===== config.mk =====
export PLATFORM = sky130hd
export DESIGN_NAME = level_switch_fault_sim_lock
export DESIGN_NICKNAME = d
export VERILOG_FILES = /design/src/hdl/level_switch_pkg.sv /design/src/hdl/level_switch_fault_sim_lock.sv
export VERILOG_INCLUDE_DIRS = /design/src /design/src/hdl
export SDC_FILE = /design/constraint.sdc
export NUM_CORES = 2
export LEC_CHECK = 0
export BUFFER_PORTS_ARGS = -buffer_cell sky130_fd_sc_hd__buf_2
export CORE_ASPECT_RATIO = 2
export CORE_UTILIZATION = 45
export DETAILED_ROUTE_END_ITERATION = 8
export GPL_TIMING_DRIVEN = 0
export PLACE_DENSITY = 0.72
export SYNTH_ARGS = -nofsm -noshare
export SYNTH_HDL_FRONTEND = slang
export SYNTH_SLANG_ARGS = --single-unit

===== constraint.sdc =====
create_clock -name clk -period 105.1 [get_ports clk]
set_input_delay 5.255 -clock clk [delete_from_list [all_inputs] [get_ports clk]]
set_output_delay 5.255 -clock clk [all_outputs]
set_load 0.005 [all_outputs]

===== src/hdl/level_switch_defines.svh =====
`ifndef LEVEL_SWITCH_DEFINES_SVH
`define LEVEL_SWITCH_DEFINES_SVH

// ----------------------------------------------------------------------
// register byte offsets
// ----------------------------------------------------------------------
`define OFS_CTRL      12'h000
`define OFS_CAL       12'h004
`define OFS_SWPT      12'h008
`define OFS_SIM       12'h00C
`define OFS_SIMVAL    12'h010
`define OFS_RAMP      12'h014
`define OFS_OUTMAN    12'h018
`define OFS_CMD       12'h01C
`define OFS_STATUS    12'h020
`define OFS_SENSPK    12'h024
`define OFS_TEMPPK    12'h028
`define OFS_HOURS     12'h02C
`define OFS_ADDR      12'h030
`define OFS_SAFE      12'h034

// ----------------------------------------------------------------------
// field positions and codes
// ----------------------------------------------------------------------
`define CMD_FACTORY   0
`define CMD_WARM      1
`define CMD_ADDR      2
`define CMD_PK_SENS   3
`define CMD_PK_TEMP   4
`define CMD_STEST     5

`define ST_SUBST      8'h4B
`define ST_LASTUSE    8'h47
`define ST_UNCERT_INI 8'h4C
`define ST_GOOD       8'h80
`define ADDR_DEFAULT  7'h7E

`define DISP_NONE     16'h2020
`define DISP_L        16'h4C20
`define DISP_LC       16'h4C63
`define DISP_LA       16'h4C41
`define DISP_LL       16'h4C4C
`define DISP_SI       16'h5349

// ----------------------------------------------------------------------
// timing, 50 MHz clock
// ----------------------------------------------------------------------
`define CLK_HZ        50000000
`define COLD_FLAG_S   10
`define WARM_FLAG_S   3
`define COMM_LOSS_S   30
`define HOUR_S        3600
`define CYC_PER_S     (`CLK_HZ)
`define CYC_PER_MS    (`CLK_HZ / 1000)

`endif


===== src/hdl/level_switch_pkg.sv =====
package level_switch_pkg;
	typedef enum logic [1:0] {
		FS_SUBST = 2'h0,
		FS_LAST  = 2'h1,
		FS_PASS  = 2'h2
	} failsafe_e;

	typedef enum logic [2:0] {
		ST_IDLE  = 3'b001,
		ST_RUN   = 3'b010,
		ST_DONE  = 3'b100
	} stest_e;
endpackage


===== src/hdl/level_switch_fault_sim_lock.sv =====
// The register addresses and register access over APB were left to the implementer.
`timescale 1ns/1ns
`default_nettype none
`include "level_switch_defines.svh"

module level_switch_fault_sim_lock
	import level_switch_pkg::*;
#(
	parameter int unsigned COLD_CYC = `COLD_FLAG_S * `CYC_PER_S,
	parameter int unsigned WARM_CYC = `WARM_FLAG_S * `CYC_PER_S,
	parameter int unsigned LOSS_CYC = `COMM_LOSS_S * `CYC_PER_S,
	// an hour of 50 MHz cycles does not fit in 32 bits
	parameter longint unsigned HOUR_CYC = 64'(`HOUR_S) * `CYC_PER_S,
	parameter int unsigned MS_CYC   = `CYC_PER_MS
) (
	// clock and reset
	input  wire logic        clk,
	input  wire logic        rst_n,
	// apb slave
	input  wire logic        psel,
	input  wire logic        penable,
	input  wire logic        pwrite,
	input  wire logic [11:0] paddr,
	input  wire logic [31:0] pwdata,
	output logic      [31:0] prdata,
	output logic             pready,
	output logic             pslverr,
	// measurement stage
	input  wire logic        sample_valid,
	input  wire logic [15:0] sensor_counts,
	input  wire logic [15:0] elec_temp,
	input  wire logic        sensor_quality_bad,
	input  wire logic [7:0]  sensor_status,
	input  wire logic        stest_pass,
	// bus link condition and keypad, asynchronous
	input  wire logic        bus_alive,
	input  wire logic        key_edit_req,
	input  wire logic        key_guard_toggle,
	// cyclic output and display
	output logic             out_level,
	output logic [7:0]       out_status,
	output logic [15:0]      disp_mode,
	output logic [15:0]      disp_lock,
	output logic             disp_update_alert,
	output logic             bus_drop,
	output logic [6:0]       station_addr
);
	import level_switch_pkg::*;

	// ------------------------------------------------------------------
	// pin synchronisers
	// ------------------------------------------------------------------
	logic [2:0] sync1;
	logic [2:0] sync2;
	logic       key_guard_d;
	always_ff @(posedge clk or negedge rst_n) begin
		if (!rst_n) begin
			sync1 <= 3'h0;
			sync2 <= 3'h0;
			key_guard_d <= 1'b0;
		end else begin
			sync1 <= {bus_alive, key_edit_req, key_guard_toggle};
			sync2 <= sync1;
			key_guard_d <= sync2[0];
		end
	end
	wire alive_s     = sync2[2];
	wire key_edit_s  = sync2[1];
	wire key_guard_p = sync2[0] & ~key_guard_d;

	// ------------------------------------------------------------------
	// registers
	// ------------------------------------------------------------------
	logic [31:0] ctrl;   // [0] bus lock [1] keypad enable [2] invert [4:3] fallback
	logic [31:0] cal;    // [15:0] zero counts [31:16] full counts
	logic [31:0] swpt;   // [7:0] on percent [15:8] off percent
	logic [31:0] sim;    // [0] hand [1] in sim [2] sens fix [3] sens ramp [4] temp sim
	logic [31:0] simval; // [15:0] sensor/temp [16] input level [31:24] input status
	logic [31:0] ramp;   // [15:0] end [31:16] dwell ms
	logic [31:0] outman; // [0] value [15:8] status
	logic [31:0] safe;   // [0] safety value
	logic        hw_guard;
	logic [6:0]  addr;
	logic        key_saved;
	logic        comm_lost;

	// apb decode, zero-wait
	wire acc = psel & penable;
	wire wr  = acc & pwrite;
	wire mapped = (paddr[1:0] == 2'h0) && (paddr <= `OFS_SAFE);
	wire bus_ok = ~hw_guard & ~ctrl[0];
	wire wr_ok  = wr & mapped & bus_ok;
	wire wr_cmd = wr & (paddr == `OFS_CMD);
	wire cmd_ok = wr_cmd & bus_ok;
	wire factory = cmd_ok & pwdata[`CMD_FACTORY];
	wire key_ok  = key_edit_s & ~hw_guard & (ctrl[1] | comm_lost);
	assign pready  = 1'b1;
	assign pslverr = acc & (~mapped | (pwrite & ~bus_ok));

	// register writes
	always_ff @(posedge clk or negedge rst_n) begin
		if (!rst_n) begin
			ctrl <= 32'h2; cal <= 32'hFFFF_0000; swpt <= 32'h2832;
			sim <= 32'h0; simval <= 32'h0; ramp <= 32'h0;
			outman <= 32'h0; safe <= 32'h0; hw_guard <= 1'b0;
		end else if (factory) begin
			ctrl <= 32'h2; cal <= 32'hFFFF_0000; swpt <= 32'h2832;
			sim <= 32'h0; simval <= 32'h0; ramp <= 32'h0;
			outman <= 32'h0; safe <= 32'h0;
		end else begin
			if (wr_ok && paddr == `OFS_CTRL) ctrl <= pwdata;
			if (wr_ok && paddr == `OFS_CAL) cal <= pwdata;
			if (wr_ok && paddr == `OFS_SWPT) swpt <= pwdata;
			if (wr_ok && paddr == `OFS_SIM) sim <= pwdata;
			if (wr_ok && paddr == `OFS_SIMVAL) simval <= pwdata;
			if (wr_ok && paddr == `OFS_RAMP) ramp <= pwdata;
			if (wr_ok && paddr == `OFS_OUTMAN) outman <= pwdata;
			if (wr_ok && paddr == `OFS_SAFE) safe <= pwdata;
			if (key_guard_p) hw_guard <= ~hw_guard;
			// forced on while the bus is lost
			if (comm_lost && alive_s) ctrl[1] <= key_saved;
			else if (comm_lost) ctrl[1] <= 1'b1;
			if (key_ok) ctrl[2] <= ~ctrl[2]; // local edit: inversion
		end
	end

	// ------------------------------------------------------------------
	// bus loss supervision
	// ------------------------------------------------------------------
	logic [31:0] loss_cnt;
	always_ff @(posedge clk or negedge rst_n) begin
		if (!rst_n) begin
			loss_cnt <= 32'h0; comm_lost <= 1'b0; key_saved <= 1'b1;
		end else if (alive_s) begin
			loss_cnt <= 32'h0; comm_lost <= 1'b0;
		end else if (!comm_lost) begin
			if (loss_cnt >= LOSS_CYC - 1) begin
				comm_lost <= 1'b1; key_saved <= ctrl[1];
			end else loss_cnt <= loss_cnt + 32'h1;
		end
	end

	// ------------------------------------------------------------------
	// commands: address, flags, warm start
	// ------------------------------------------------------------------
	logic [31:0] cold_cnt;
	logic [31:0] warm_cnt;
	always_ff @(posedge clk or negedge rst_n) begin
		if (!rst_n) begin
			addr <= `ADDR_DEFAULT; cold_cnt <= 32'h0; warm_cnt <= 32'h0;
		end else begin
			if (cmd_ok && pwdata[`CMD_ADDR]) addr <= `ADDR_DEFAULT;
			else if (wr_ok && paddr == `OFS_ADDR) addr <= pwdata[6:0];
			if (factory) cold_cnt <= COLD_CYC;
			else if (cold_cnt != 32'h0) cold_cnt <= cold_cnt - 32'h1;
			if (cmd_ok && pwdata[`CMD_WARM]) warm_cnt <= WARM_CYC;
			else if (warm_cnt != 32'h0) warm_cnt <= warm_cnt - 32'h1;
		end
	end
	wire cold_flag = cold_cnt != 32'h0;
	wire warm_flag = warm_cnt != 32'h0;
	assign station_addr = addr;
	assign disp_update_alert = cold_flag;
	assign bus_drop = warm_flag;

	// ------------------------------------------------------------------
	// ramp simulation
	// ------------------------------------------------------------------
	logic [15:0] ramp_val;
	logic        ramp_up;
	logic [31:0] dwell;
	logic [15:0] ms_cnt;
	always_ff @(posedge clk or negedge rst_n) begin
		if (!rst_n) begin
			ramp_val <= 16'h0; ramp_up <= 1'b1; dwell <= 32'h0; ms_cnt <= 16'h0;
		end else if (!sim[3]) begin
			ramp_val <= simval[15:0]; ramp_up <= 1'b1; dwell <= 32'h0;
		end else if (dwell >= {16'h0, ramp[31:16]} * MS_CYC) begin
			dwell <= 32'h0;
			if (ramp_up) begin
				if (ramp_val >= ramp[15:0]) ramp_up <= 1'b0;
				else ramp_val <= ramp_val + 16'h1;
			end else begin
				if (ramp_val <= simval[15:0]) ramp_up <= 1'b1;
				else ramp_val <= ramp_val - 16'h1;
			end
		end else dwell <= dwell + 32'h1;
	end

	// ------------------------------------------------------------------
	// measurement path
	// ------------------------------------------------------------------
	wire [15:0] sens_v = sim[3] ? ramp_val : (sim[2] ? simval[15:0] : sensor_counts);
	wire [15:0] temp_v = sim[4] ? simval[15:0] : elec_temp;
	wire [15:0] span = cal[31:16] - cal[15:0];
	wire [15:0] off  = (sens_v > cal[15:0]) ? sens_v - cal[15:0] : 16'h0;
	wire [31:0] prod = {16'h0, off} * 32'd100;
	wire [31:0] pct32 = (span == 16'h0) ? 32'h0 : prod / {16'h0, span};
	wire [7:0]  pct = (pct32 > 32'd100) ? 8'd100 : pct32[7:0];

	logic        sw_state;
	logic        level;
	logic [31:0] dly_cnt;
	logic        seen;
	logic        last_good;
	logic [15:0] smin, smax, tmin, tmax;
	logic [31:0] hours;
	logic [63:0] hour_tick;
	wire       pre_level = sim[1] ? simval[16] : level;
	wire [7:0] meas_stat = sensor_quality_bad ? sensor_status : `ST_GOOD;
	wire [7:0] pre_stat  = sim[1] ? simval[31:24] : meas_stat;
	wire       pre_bad   = pre_stat[7:6] == 2'h0;
	always_ff @(posedge clk or negedge rst_n) begin
		if (!rst_n) begin
			sw_state <= 1'b0; level <= 1'b0; dly_cnt <= 32'h0; seen <= 1'b0;
			last_good <= 1'b0;
			smin <= 16'hFFFF; smax <= 16'h0; tmin <= 16'hFFFF; tmax <= 16'h0;
			hours <= 32'h0; hour_tick <= 64'h0;
		end else begin
			if (sample_valid) begin
				if (pct >= swpt[7:0]) sw_state <= 1'b1;
				else if (pct <= swpt[15:8]) sw_state <= 1'b0;
			end
			// a warm start forgets the last measurement
			if (cmd_ok && pwdata[`CMD_WARM]) seen <= 1'b0;
			else if (sample_valid) seen <= 1'b1;
			// tracked every cycle, since the level lags the sample by the delay
			if (!pre_bad) last_good <= pre_level;
			if (sw_state == level) dly_cnt <= 32'h0;
			else if (dly_cnt >= {16'h0, ramp[31:16]}) level <= sw_state;
			else dly_cnt <= dly_cnt + 32'h1;
			if (cmd_ok && pwdata[`CMD_PK_SENS]) begin
				smin <= sens_v; smax <= sens_v;
			end else if (sample_valid) begin
				if (sens_v < smin) smin <= sens_v;
				if (sens_v > smax) smax <= sens_v;
			end
			if (cmd_ok && pwdata[`CMD_PK_TEMP]) begin
				tmin <= temp_v; tmax <= temp_v;
			end else if (sample_valid) begin
				if (temp_v < tmin) tmin <= temp_v;
				if (temp_v > tmax) tmax <= temp_v;
			end
			if (hour_tick >= HOUR_CYC - 1) begin
				hour_tick <= 64'h0; hours <= hours + 32'h1;
			end else hour_tick <= hour_tick + 64'h1;
		end
	end

	wire [1:0] fb = ctrl[4:3];
	logic       fb_lvl;
	logic [7:0] fb_stat;
	always_comb begin
		fb_lvl = pre_level;
		fb_stat = pre_stat;
		if (!seen && !sim[1]) begin
			fb_stat = `ST_UNCERT_INI;
		end else if (pre_bad) begin
			case (fb)
				FS_SUBST: begin fb_lvl = safe[0]; fb_stat = `ST_SUBST; end
				FS_LAST: begin fb_lvl = last_good; fb_stat = `ST_LASTUSE; end
				default: begin fb_lvl = pre_level; fb_stat = pre_stat; end
			endcase
		end
	end

	always_ff @(posedge clk or negedge rst_n) begin
		if (!rst_n) begin
			out_level <= 1'b0; out_status <= `ST_UNCERT_INI;
		end else if (sim[0]) begin
			out_level <= outman[0]; out_status <= outman[15:8];
		end else begin
			out_level <= fb_lvl ^ ctrl[2]; out_status <= fb_stat;
		end
	end

	// ------------------------------------------------------------------
	// sensor test
	// ------------------------------------------------------------------
	stest_e st;
	logic   st_pass;
	always_ff @(posedge clk or negedge rst_n) begin
		if (!rst_n) begin
			st <= ST_IDLE; st_pass <= 1'b0;
		end else begin
			case (st)
				ST_IDLE: if (cmd_ok && pwdata[`CMD_STEST]) st <= ST_RUN;
				ST_RUN: begin st_pass <= stest_pass; st <= ST_DONE; end
				ST_DONE: if (cmd_ok && pwdata[`CMD_STEST]) st <= ST_RUN;
				default: st <= ST_IDLE;
			endcase
		end
	end

	// ------------------------------------------------------------------
	// display codes
	// ------------------------------------------------------------------
	wire key_dis = ~ctrl[1];
	wire [15:0] next_lock = hw_guard ? `DISP_L :
		(ctrl[0] & key_dis) ? `DISP_LL : ctrl[0] ? `DISP_LC :
		key_dis ? `DISP_LA : `DISP_NONE;
	wire [15:0] next_mode = (sim[4:0] != 5'h0) ? `DISP_SI : `DISP_NONE;
	always_ff @(posedge clk or negedge rst_n) begin
		if (!rst_n) begin
			disp_lock <= `DISP_NONE; disp_mode <= `DISP_NONE;
		end else begin
			disp_lock <= next_lock; disp_mode <= next_mode;
		end
	end

	// ------------------------------------------------------------------
	// read mux
	// ------------------------------------------------------------------
	always_comb begin
		prdata = 32'h0;
		if (acc && !pwrite) begin
			case (paddr)
				`OFS_CTRL: prdata = ctrl;
				`OFS_CAL: prdata = cal;
				`OFS_SWPT: prdata = swpt;
				`OFS_SIM: prdata = sim;
				`OFS_SIMVAL: prdata = simval;
				`OFS_RAMP: prdata = ramp;
				`OFS_OUTMAN: prdata = outman;
				`OFS_STATUS: prdata = {8'h0, pct, out_status, st_pass, st == ST_DONE,
					comm_lost, warm_flag, cold_flag, hw_guard, sw_state, out_level};
				`OFS_SENSPK: prdata = {smax, smin};
				`OFS_TEMPPK: prdata = {tmax, tmin};
				`OFS_HOURS: prdata = hours;
				`OFS_ADDR: prdata = {25'h0, addr};
				`OFS_SAFE: prdata = safe;
				default: prdata = 32'h0;
			endcase
		end
	end

	// ------------------------------------------------------------------
	// checks
	// ------------------------------------------------------------------
	property p_addr_reset;
		@(posedge clk) disable iff (!rst_n)
			cmd_ok && pwdata[`CMD_ADDR] |=> station_addr == `ADDR_DEFAULT;
	endproperty
	a_addr_reset: assert property (p_addr_reset) else $error("address not default");
	property p_guard;
		// keypad enable bit moves with bus loss, not with writes
		@(posedge clk) disable iff (!rst_n)
			hw_guard && wr |=> $stable({ctrl[31:2], ctrl[0]}) || $past(key_ok);
	endproperty
	a_guard: assert property (p_guard) else $error("guarded write took effect");
	property p_peak;
		@(posedge clk) disable iff (!rst_n) cmd_ok && pwdata[`CMD_PK_SENS] |=> smin == smax;
	endproperty
	a_peak: assert property (p_peak) else $error("peak reset wrong");
	property p_hand;
		@(posedge clk) disable iff (!rst_n) sim[0] |=> out_level == $past(outman[0]);
	endproperty
	a_hand: assert property (p_hand) else $error("hand output wrong");
	property p_sim;
		@(posedge clk) disable iff (!rst_n) sim[3] |=> disp_mode == `DISP_SI;
	endproperty
	a_sim: assert property (p_sim) else $error("sim indicator missing");
	property p_lock;
		@(posedge clk) disable iff (!rst_n) hw_guard |=> disp_lock == `DISP_L;
	endproperty
	a_lock: assert property (p_lock) else $error("lock code wrong");
	property p_cold;
		@(posedge clk) disable iff (!rst_n) factory |=> disp_update_alert [*2];
	endproperty
	a_cold: assert property (p_cold) else $error("cold flag missing");
	property p_ramp;
		@(posedge clk) disable iff (!rst_n)
			sim[3] && $past(sim[3]) |-> ramp_val <= $past(ramp_val) + 16'h1;
	endproperty
	a_ramp: assert property (p_ramp) else $error("ramp jumped");
endmodule

`default_nettype wire


-- Word-level counts from Yosys, hierarchy flattened
Index checks and enable logic that the tools add are counted.
- register bits: 657
- input bits: 95
- output and inout bits: 84
- $add $sub $neg: 11
- multipliers: 2
- divide/modulo/power cells: 1
- $lt $le $gt $ge: 15
- equality and inequality tests: 25
- multiplexer cells: 88
- bitwise gates (word level): 28
- reduce and logical (&&, ||, !) cells: 61
- operators with widths (operator ; count):
    $mux 32 ; 29
    $pmux 32 s13 ; 1
    $mux 16 ; 21
    $add 32x1->32 const B ; 4
    $mux 15 ; 5
    $eq 12x6->1 const B ; 6
    $add 64x1->64 const B ; 1
    $ge 64x38->1 const B ; 1
    $mux 64 ; 1
    $reduce_bool 32->1 ; 2
    $sub 32x1->32 const B ; 2
    $eq 12x5->1 const B ; 4
    $gt 16x16->1 ; 3
    $mux 8 ; 6
    $reduce_bool 2->1 ; 19
    $div 23x16->32 ; 1
    $ge 32x16->1 ; 1
    $ge 32x31->1 const B ; 1
    $ge 32x32->1 ; 1
    $gt 32x7->1 const B ; 1
    $lt 16x16->1 ; 2
    $sub 16x16->16 ; 2
    $mul 16x12->28 const B ; 1
    $eq 12x4->1 const B ; 2
    other kinds (38) ; 114

-- Depth between registers and ports, before layout
- depth after elaboration: 12
- depth in mapped cells: 646

-- Least setup slack after synthesis
No wires, ideal clock.
- path kind: input to output
- from: input sensor_counts[1]
- to: output prdata[21]
- arrival: 109674 ps
- data required time: 99845 ps
- setup slack: -9829 ps
- stages on the path: 609
- cells stage by stage: mux2i_1 -> o21ai_0 -> ha_1 -> nand3b_1 -> a21boi_0 -> o21ai_0 -> nand2b_1 -> a21o_1 -> a21o_1 -> a21o_1 -> a21o_1 -> a21o_1 -> a21o_1 -> a21o_1 -> a21o_1 -> a21o_1 -> a21oi_1 -> xnor2_1 -> [... 573 more ...] -> buf_2 -> mux2_1 -> ha_1 -> a21o_1 -> a21oi_1 -> nor2b_1 -> o21ai_0 -> nand2b_1 -> a21oi_1 -> nor2b_1 -> o21ai_0 -> nand3_1 -> a211oi_1 -> o311a_1 -> o2111ai_2 -> o31a_1 -> o21ai_1 -> a31oi_1
- word-level cells in the longest chain between the ends: 11
- elaborated cells on any way between the ends: 12
- ends and longest elaborated chain (item ; line ; RTL):
    start: declaration ; level_switch_fault_sim_lock.sv:30 ; input wire logic [15:0] sensor_counts,
    $mux 16 (*) (2 in a row) ; level_switch_fault_sim_lock.sv:193 ; wire [15:0] sens_v = sim[3] ? ramp_val : (sim[2] ? simval[15:0] : sensor_counts);
    named net sens_v[1] ; level_switch_fault_sim_lock.sv:193 ;
    $sub 16x16->16 / $gt 16x16->1 (equally long branches) ; level_switch_fault_sim_lock.sv:196 ; wire [15:0] off = (sens_v > cal[15:0]) ? sens_v - cal[15:0] : 16'h0;
    $mux 16 (*) ; level_switch_fault_sim_lock.sv:196 ;
    $mul 16x5->21 (*) ; level_switch_fault_sim_lock.sv:197 ; wire [31:0] prod = {16'h0, off} * 32'd100;
    $div 23x16->32 (*) ; level_switch_fault_sim_lock.sv:198 ; wire [31:0] pct32 = (span == 16'h0) ? 32'h0 : prod / {16'h0, span};
    $mux 32 (*) ; level_switch_fault_sim_lock.sv:198 ;
    $gt 32x7->1 ; level_switch_fault_sim_lock.sv:199 ; wire [7:0] pct = (pct32 > 32'd100) ? 8'd100 : pct32[7:0];
    $mux 8 (*) ; level_switch_fault_sim_lock.sv:199 ;
    $pmux 32 s13 (*) ; level_switch_fault_sim_lock.sv:317 ; case (paddr)
    $mux 32 (*) ; level_switch_fault_sim_lock.sv:316 ; if (acc && !pwrite) begin
    end: declaration ; level_switch_fault_sim_lock.sv:25 ; output logic [31:0] prdata,
The timed path passes the listed nets; every way through them passes the cells marked *.

-- Worst setup path after layout
- from: input sensor_counts[0]
- to: output prdata[22]
- word-level cells in the longest chain between the ends: 11
- elaborated cells on any way between the ends: 12
- ends and longest elaborated chain (item ; line):
    $mux 16 (*) (2 in a row) ; level_switch_fault_sim_lock.sv:193
    $sub 16x16->16 / $gt 16x16->1 (equally long branches) ; level_switch_fault_sim_lock.sv:196
    $mux 16 (*) ; level_switch_fault_sim_lock.sv:196
    $mul 16x5->21 (*) ; level_switch_fault_sim_lock.sv:197
    $div 23x16->32 (*) ; level_switch_fault_sim_lock.sv:198
    $mux 32 (*) ; level_switch_fault_sim_lock.sv:198
    $gt 32x7->1 ; level_switch_fault_sim_lock.sv:199
    $mux 8 (*) ; level_switch_fault_sim_lock.sv:199
    $pmux 32 s13 (*) ; level_switch_fault_sim_lock.sv:317
    $mux 32 (*) ; level_switch_fault_sim_lock.sv:316
Mark *: on every way between the ends. The rest lies on a longest branch, timed or not.

==> impl_metrics.env <==
export IMPL_min_path_cells=0
export IMPL_grt_pass1_wl_mm=522
export IMPL_firstDrtPassIters=8
export IMPL_first_global_vias=82200
export IMPL_initial_core_util=0.454
export IMPL_async_reset_ff_frac=1.00
export IMPL_setup_ws_ns=-4.16
export IMPL_drive_gt1_frac=0.169
export IMPL_period_share=1.04
export IMPL_required_ns=99.85
export IMPL_place_congestion=1.05
export IMPL_hold_class="register to register"
export IMPL_rr_startpoint="sim[3]"
export IMPL_postSynthCellCount=9670
export IMPL_cts_clk_slew_worst_paths_ns=0.07
export IMPL_drc=0
export IMPL_slew_viol_final=45
export IMPL_rrSetupSlack_ns=2.96
export IMPL_die_x_um=291
export IMPL_syn_avg_cell_area_um2=7.77
export IMPL_coreArea_um2=166000
export IMPL_row_count=211
export IMPL_worstHoldEndpoint="sync2[0]"
export IMPL_rsz0062_at_grt="true"
export IMPL_final_cells=12500
export IMPL_slowest_delay_ns=0.96
export IMPL_synth_commonest_cells="1142 x nand2_1, 1006 x a21oi_1, 855 x nor2_1"
export IMPL_areaGrowthSynthToFinish_pct=18.7
export IMPL_tritoncts="yes"
export IMPL_arrival_ns=104.00
export IMPL_yosys_area_top_type="dfrtp_1"
export IMPL_worst_slew_margin_rel=-0.0970
export IMPL_drt_iter0_drc=5337
export IMPL_cp_common_cell="a21o_1"
export IMPL_dp_hpwl_mm=281
export IMPL_period_needed_ns=109.26
export IMPL_ys_types=150
export IMPL_seq_area_frac_synth=0.213
export IMPL_grt_max_degree=126
export IMPL_status="complete, but fails checks"
export IMPL_end_kind="primary output"
export IMPL_drt_wl_total_mm=360
export IMPL_crit_fanout=10
export IMPL_die_area_um2=169000
export IMPL_ys_ff_latch=636
export IMPL_violations="max-capacitance violations, max-slew violations, negative setup slack"
export IMPL_maxCapViolations=6
export IMPL_yosysMostFrequentCell="nand2_1"
export IMPL_yosys_top_cells_area="dfrtp_1 19%, ha_1 13%, a21oi_1 6.7%, nand2_1 5.7%, xnor2_1 5.4%"
export IMPL_grt_ovfl_total=0
export IMPL_netlist_area_um2=75100
export IMPL_nets=11300
export IMPL_port_buffers=137
export IMPL_grt_usage=0.416
export IMPL_setup_viol=6
export IMPL_finalHoldViolCount=0
export IMPL_clk_latency_ns=0.72
export IMPL_cts_sinks=636
export IMPL_cp_slowest_cell="fa_1"
export IMPL_synthFlopType="dfrtp_1"
export IMPL_ys_warn_count=0
export IMPL_ant_nets=0
export IMPL_hp_start="sync1[0]"
export IMPL_antenna_found_initial=27
export IMPL_vias=80400
export IMPL_wire_per_inst_um=28.7
export IMPL_io_pins=179
export IMPL_synth_top_cell_area_share=0.189
export IMPL_synth_edff_count=0
export IMPL_cp_start_kind="input pin"
export IMPL_die_h_um=580
export IMPL_cts_inserted_buffers=54
export IMPL_dp_cells=12000
export IMPL_vias_per_cell=6.40
export IMPL_htreeDepth=2
export IMPL_hold_buffers=0
export IMPL_holdWs_ns=0.351
export IMPL_clock_skew_ns=0.0429
export IMPL_fmax_ghz=0.00915
export IMPL_num_fill_cells=15700
export IMPL_reg2regPathDepth=619
export IMPL_cts_buffer_depth=3
export IMPL_cts_root_buf="clkbuf_16"
export IMPL_critical_path_class="input pin to primary output"
export IMPL_tightestPinTransition_ns=1.65
export IMPL_r2r_end="sw_state"
cell usage in the layout, fill, tap and decap left out, drive strengths merged, types with 32 or more instances in the layout:
cell / synthesis / routed
nor4: 94 / 94
nor2b: 154 / 154
o31ai: 58 / 58
and4: 35 / 35
nand4: 149 / 149
a211oi: 77 / 77
a2111oi: 38 / 38
a22oi: 39 / 39
or4: 36 / 36
nor2: 856 / 856
and3: 118 / 118
mux2i: 113 / 113
buf: 122 / 752
a21oi: 1010 / 1010
nand2: 1148 / 1148
a221oi: 81 / 81
o211ai: 49 / 49
o21ai: 472 / 472
nand3: 252 / 252
fa: 59 / 59
mux2: 137 / 137
o21a: 104 / 104
ha: 756 / 756
or3: 89 / 89
clkbuf: 279 / 315
conb: 2 / 42
a31oi: 90 / 90
a22o: 51 / 51
dfrtp: 567 / 567
and2: 112 / 112
dfstp: 69 / 69
inv: 496 / 500
a211o: 32 / 32
nor3: 192 / 192
xor2: 287 / 287
or2: 67 / 67
a21o: 272 / 272
xnor2: 469 / 469
o21bai: 86 / 86
nand2b: 166 / 166
state kept, by name, indices dropped and copies added (netlist names), 32 cells and up:
signal and count:
hour_tick 64, cal 32, cold_cnt 32, ctrl 32, dly_cnt 32, dwell 32
hours 32, loss_cnt 32, outman 32, ramp 32, safe 32, sim 32
simval 32, swpt 32, warm_cnt 32
critical path, delay by kind of cell:
kind,cells,cell delay [ns]
xor+xnor,9,1.35
simple gates,169,22.79
fa+ha+maj,37,10.46
mux,9,2.43
compound gates,297,49.56
buf+inv,86,11.85
through the flow:
stage                     setup WS, ns   util  setup TNS (ns)  cell area [um^2]
after floorplan                 0.0493      -               0             76300
after global placement          -22.36  0.481         -162.07             79700
after detailed placement        -23.37  0.486         -170.50             80400
after CTS                        -5.29  0.523          -28.88             86600
after global routing             -8.44  0.538          -53.68             89100
final                            -4.16  0.538          -21.49             89100
area by class of cell:
class | count | area, um^2 | area share
clock inverter | 28 | 434 | 0.00487
buffer | 394 | 2670 | 0.0300
timing repair buffer | 601 | 4620 | 0.0519
sequential | 636 | 16000 | 0.180
multi-input combinational | 8175 | 59300 | 0.666
clock buffer | 73 | 1500 | 0.0169
tap | 2130 | 2670 | 0.0299
inverter | 497 | 1870 | 0.0210
antenna | 15 | 37.5 | 0.000421
timing repair:
action,in CTS,in global routing
pin swaps,209,296
cloned,1,1
gates resized for setup,481,268
buffers inserted,245,182
endpoints found under the setup margin,8,8
how the worst max path moves through the flow:
stage	startpoint	end	cells past startpoint
after floorplan	sensor_counts[2]	prdata[21]	622
after global placement	sensor_counts[11]	prdata[22]	595
after detailed placement	sensor_counts[6]	prdata[22]	589
after CTS	sensor_counts[2]	prdata[22]	621
after global routing	sensor_counts[0]	prdata[22]	605
final	sensor_counts[0]	prdata[22]	607
cell families after synthesis:
group,share of synthesized area
and+or+nand+nor,0.228
AOI/OAI and AO/OA,0.242
buffers and inverters,0.0500
adders and majority gates,0.142
xor gates and xnor gates,0.0894
DFF,0.213
muxes,0.0357
other,0.000100
layer usage:
metal  global-route usage  wire, um  vias up
li1                     -         -    36200
met1                0.354    108000    38500
met2                0.739    178000     3651
met3               0.0828     21300     2043
met4                0.508     53200       14
met5             0.000287        96        -
Power is not shown: default switching activity piles up to over one toggle a cycle in this logic, so the estimate is an artifact.
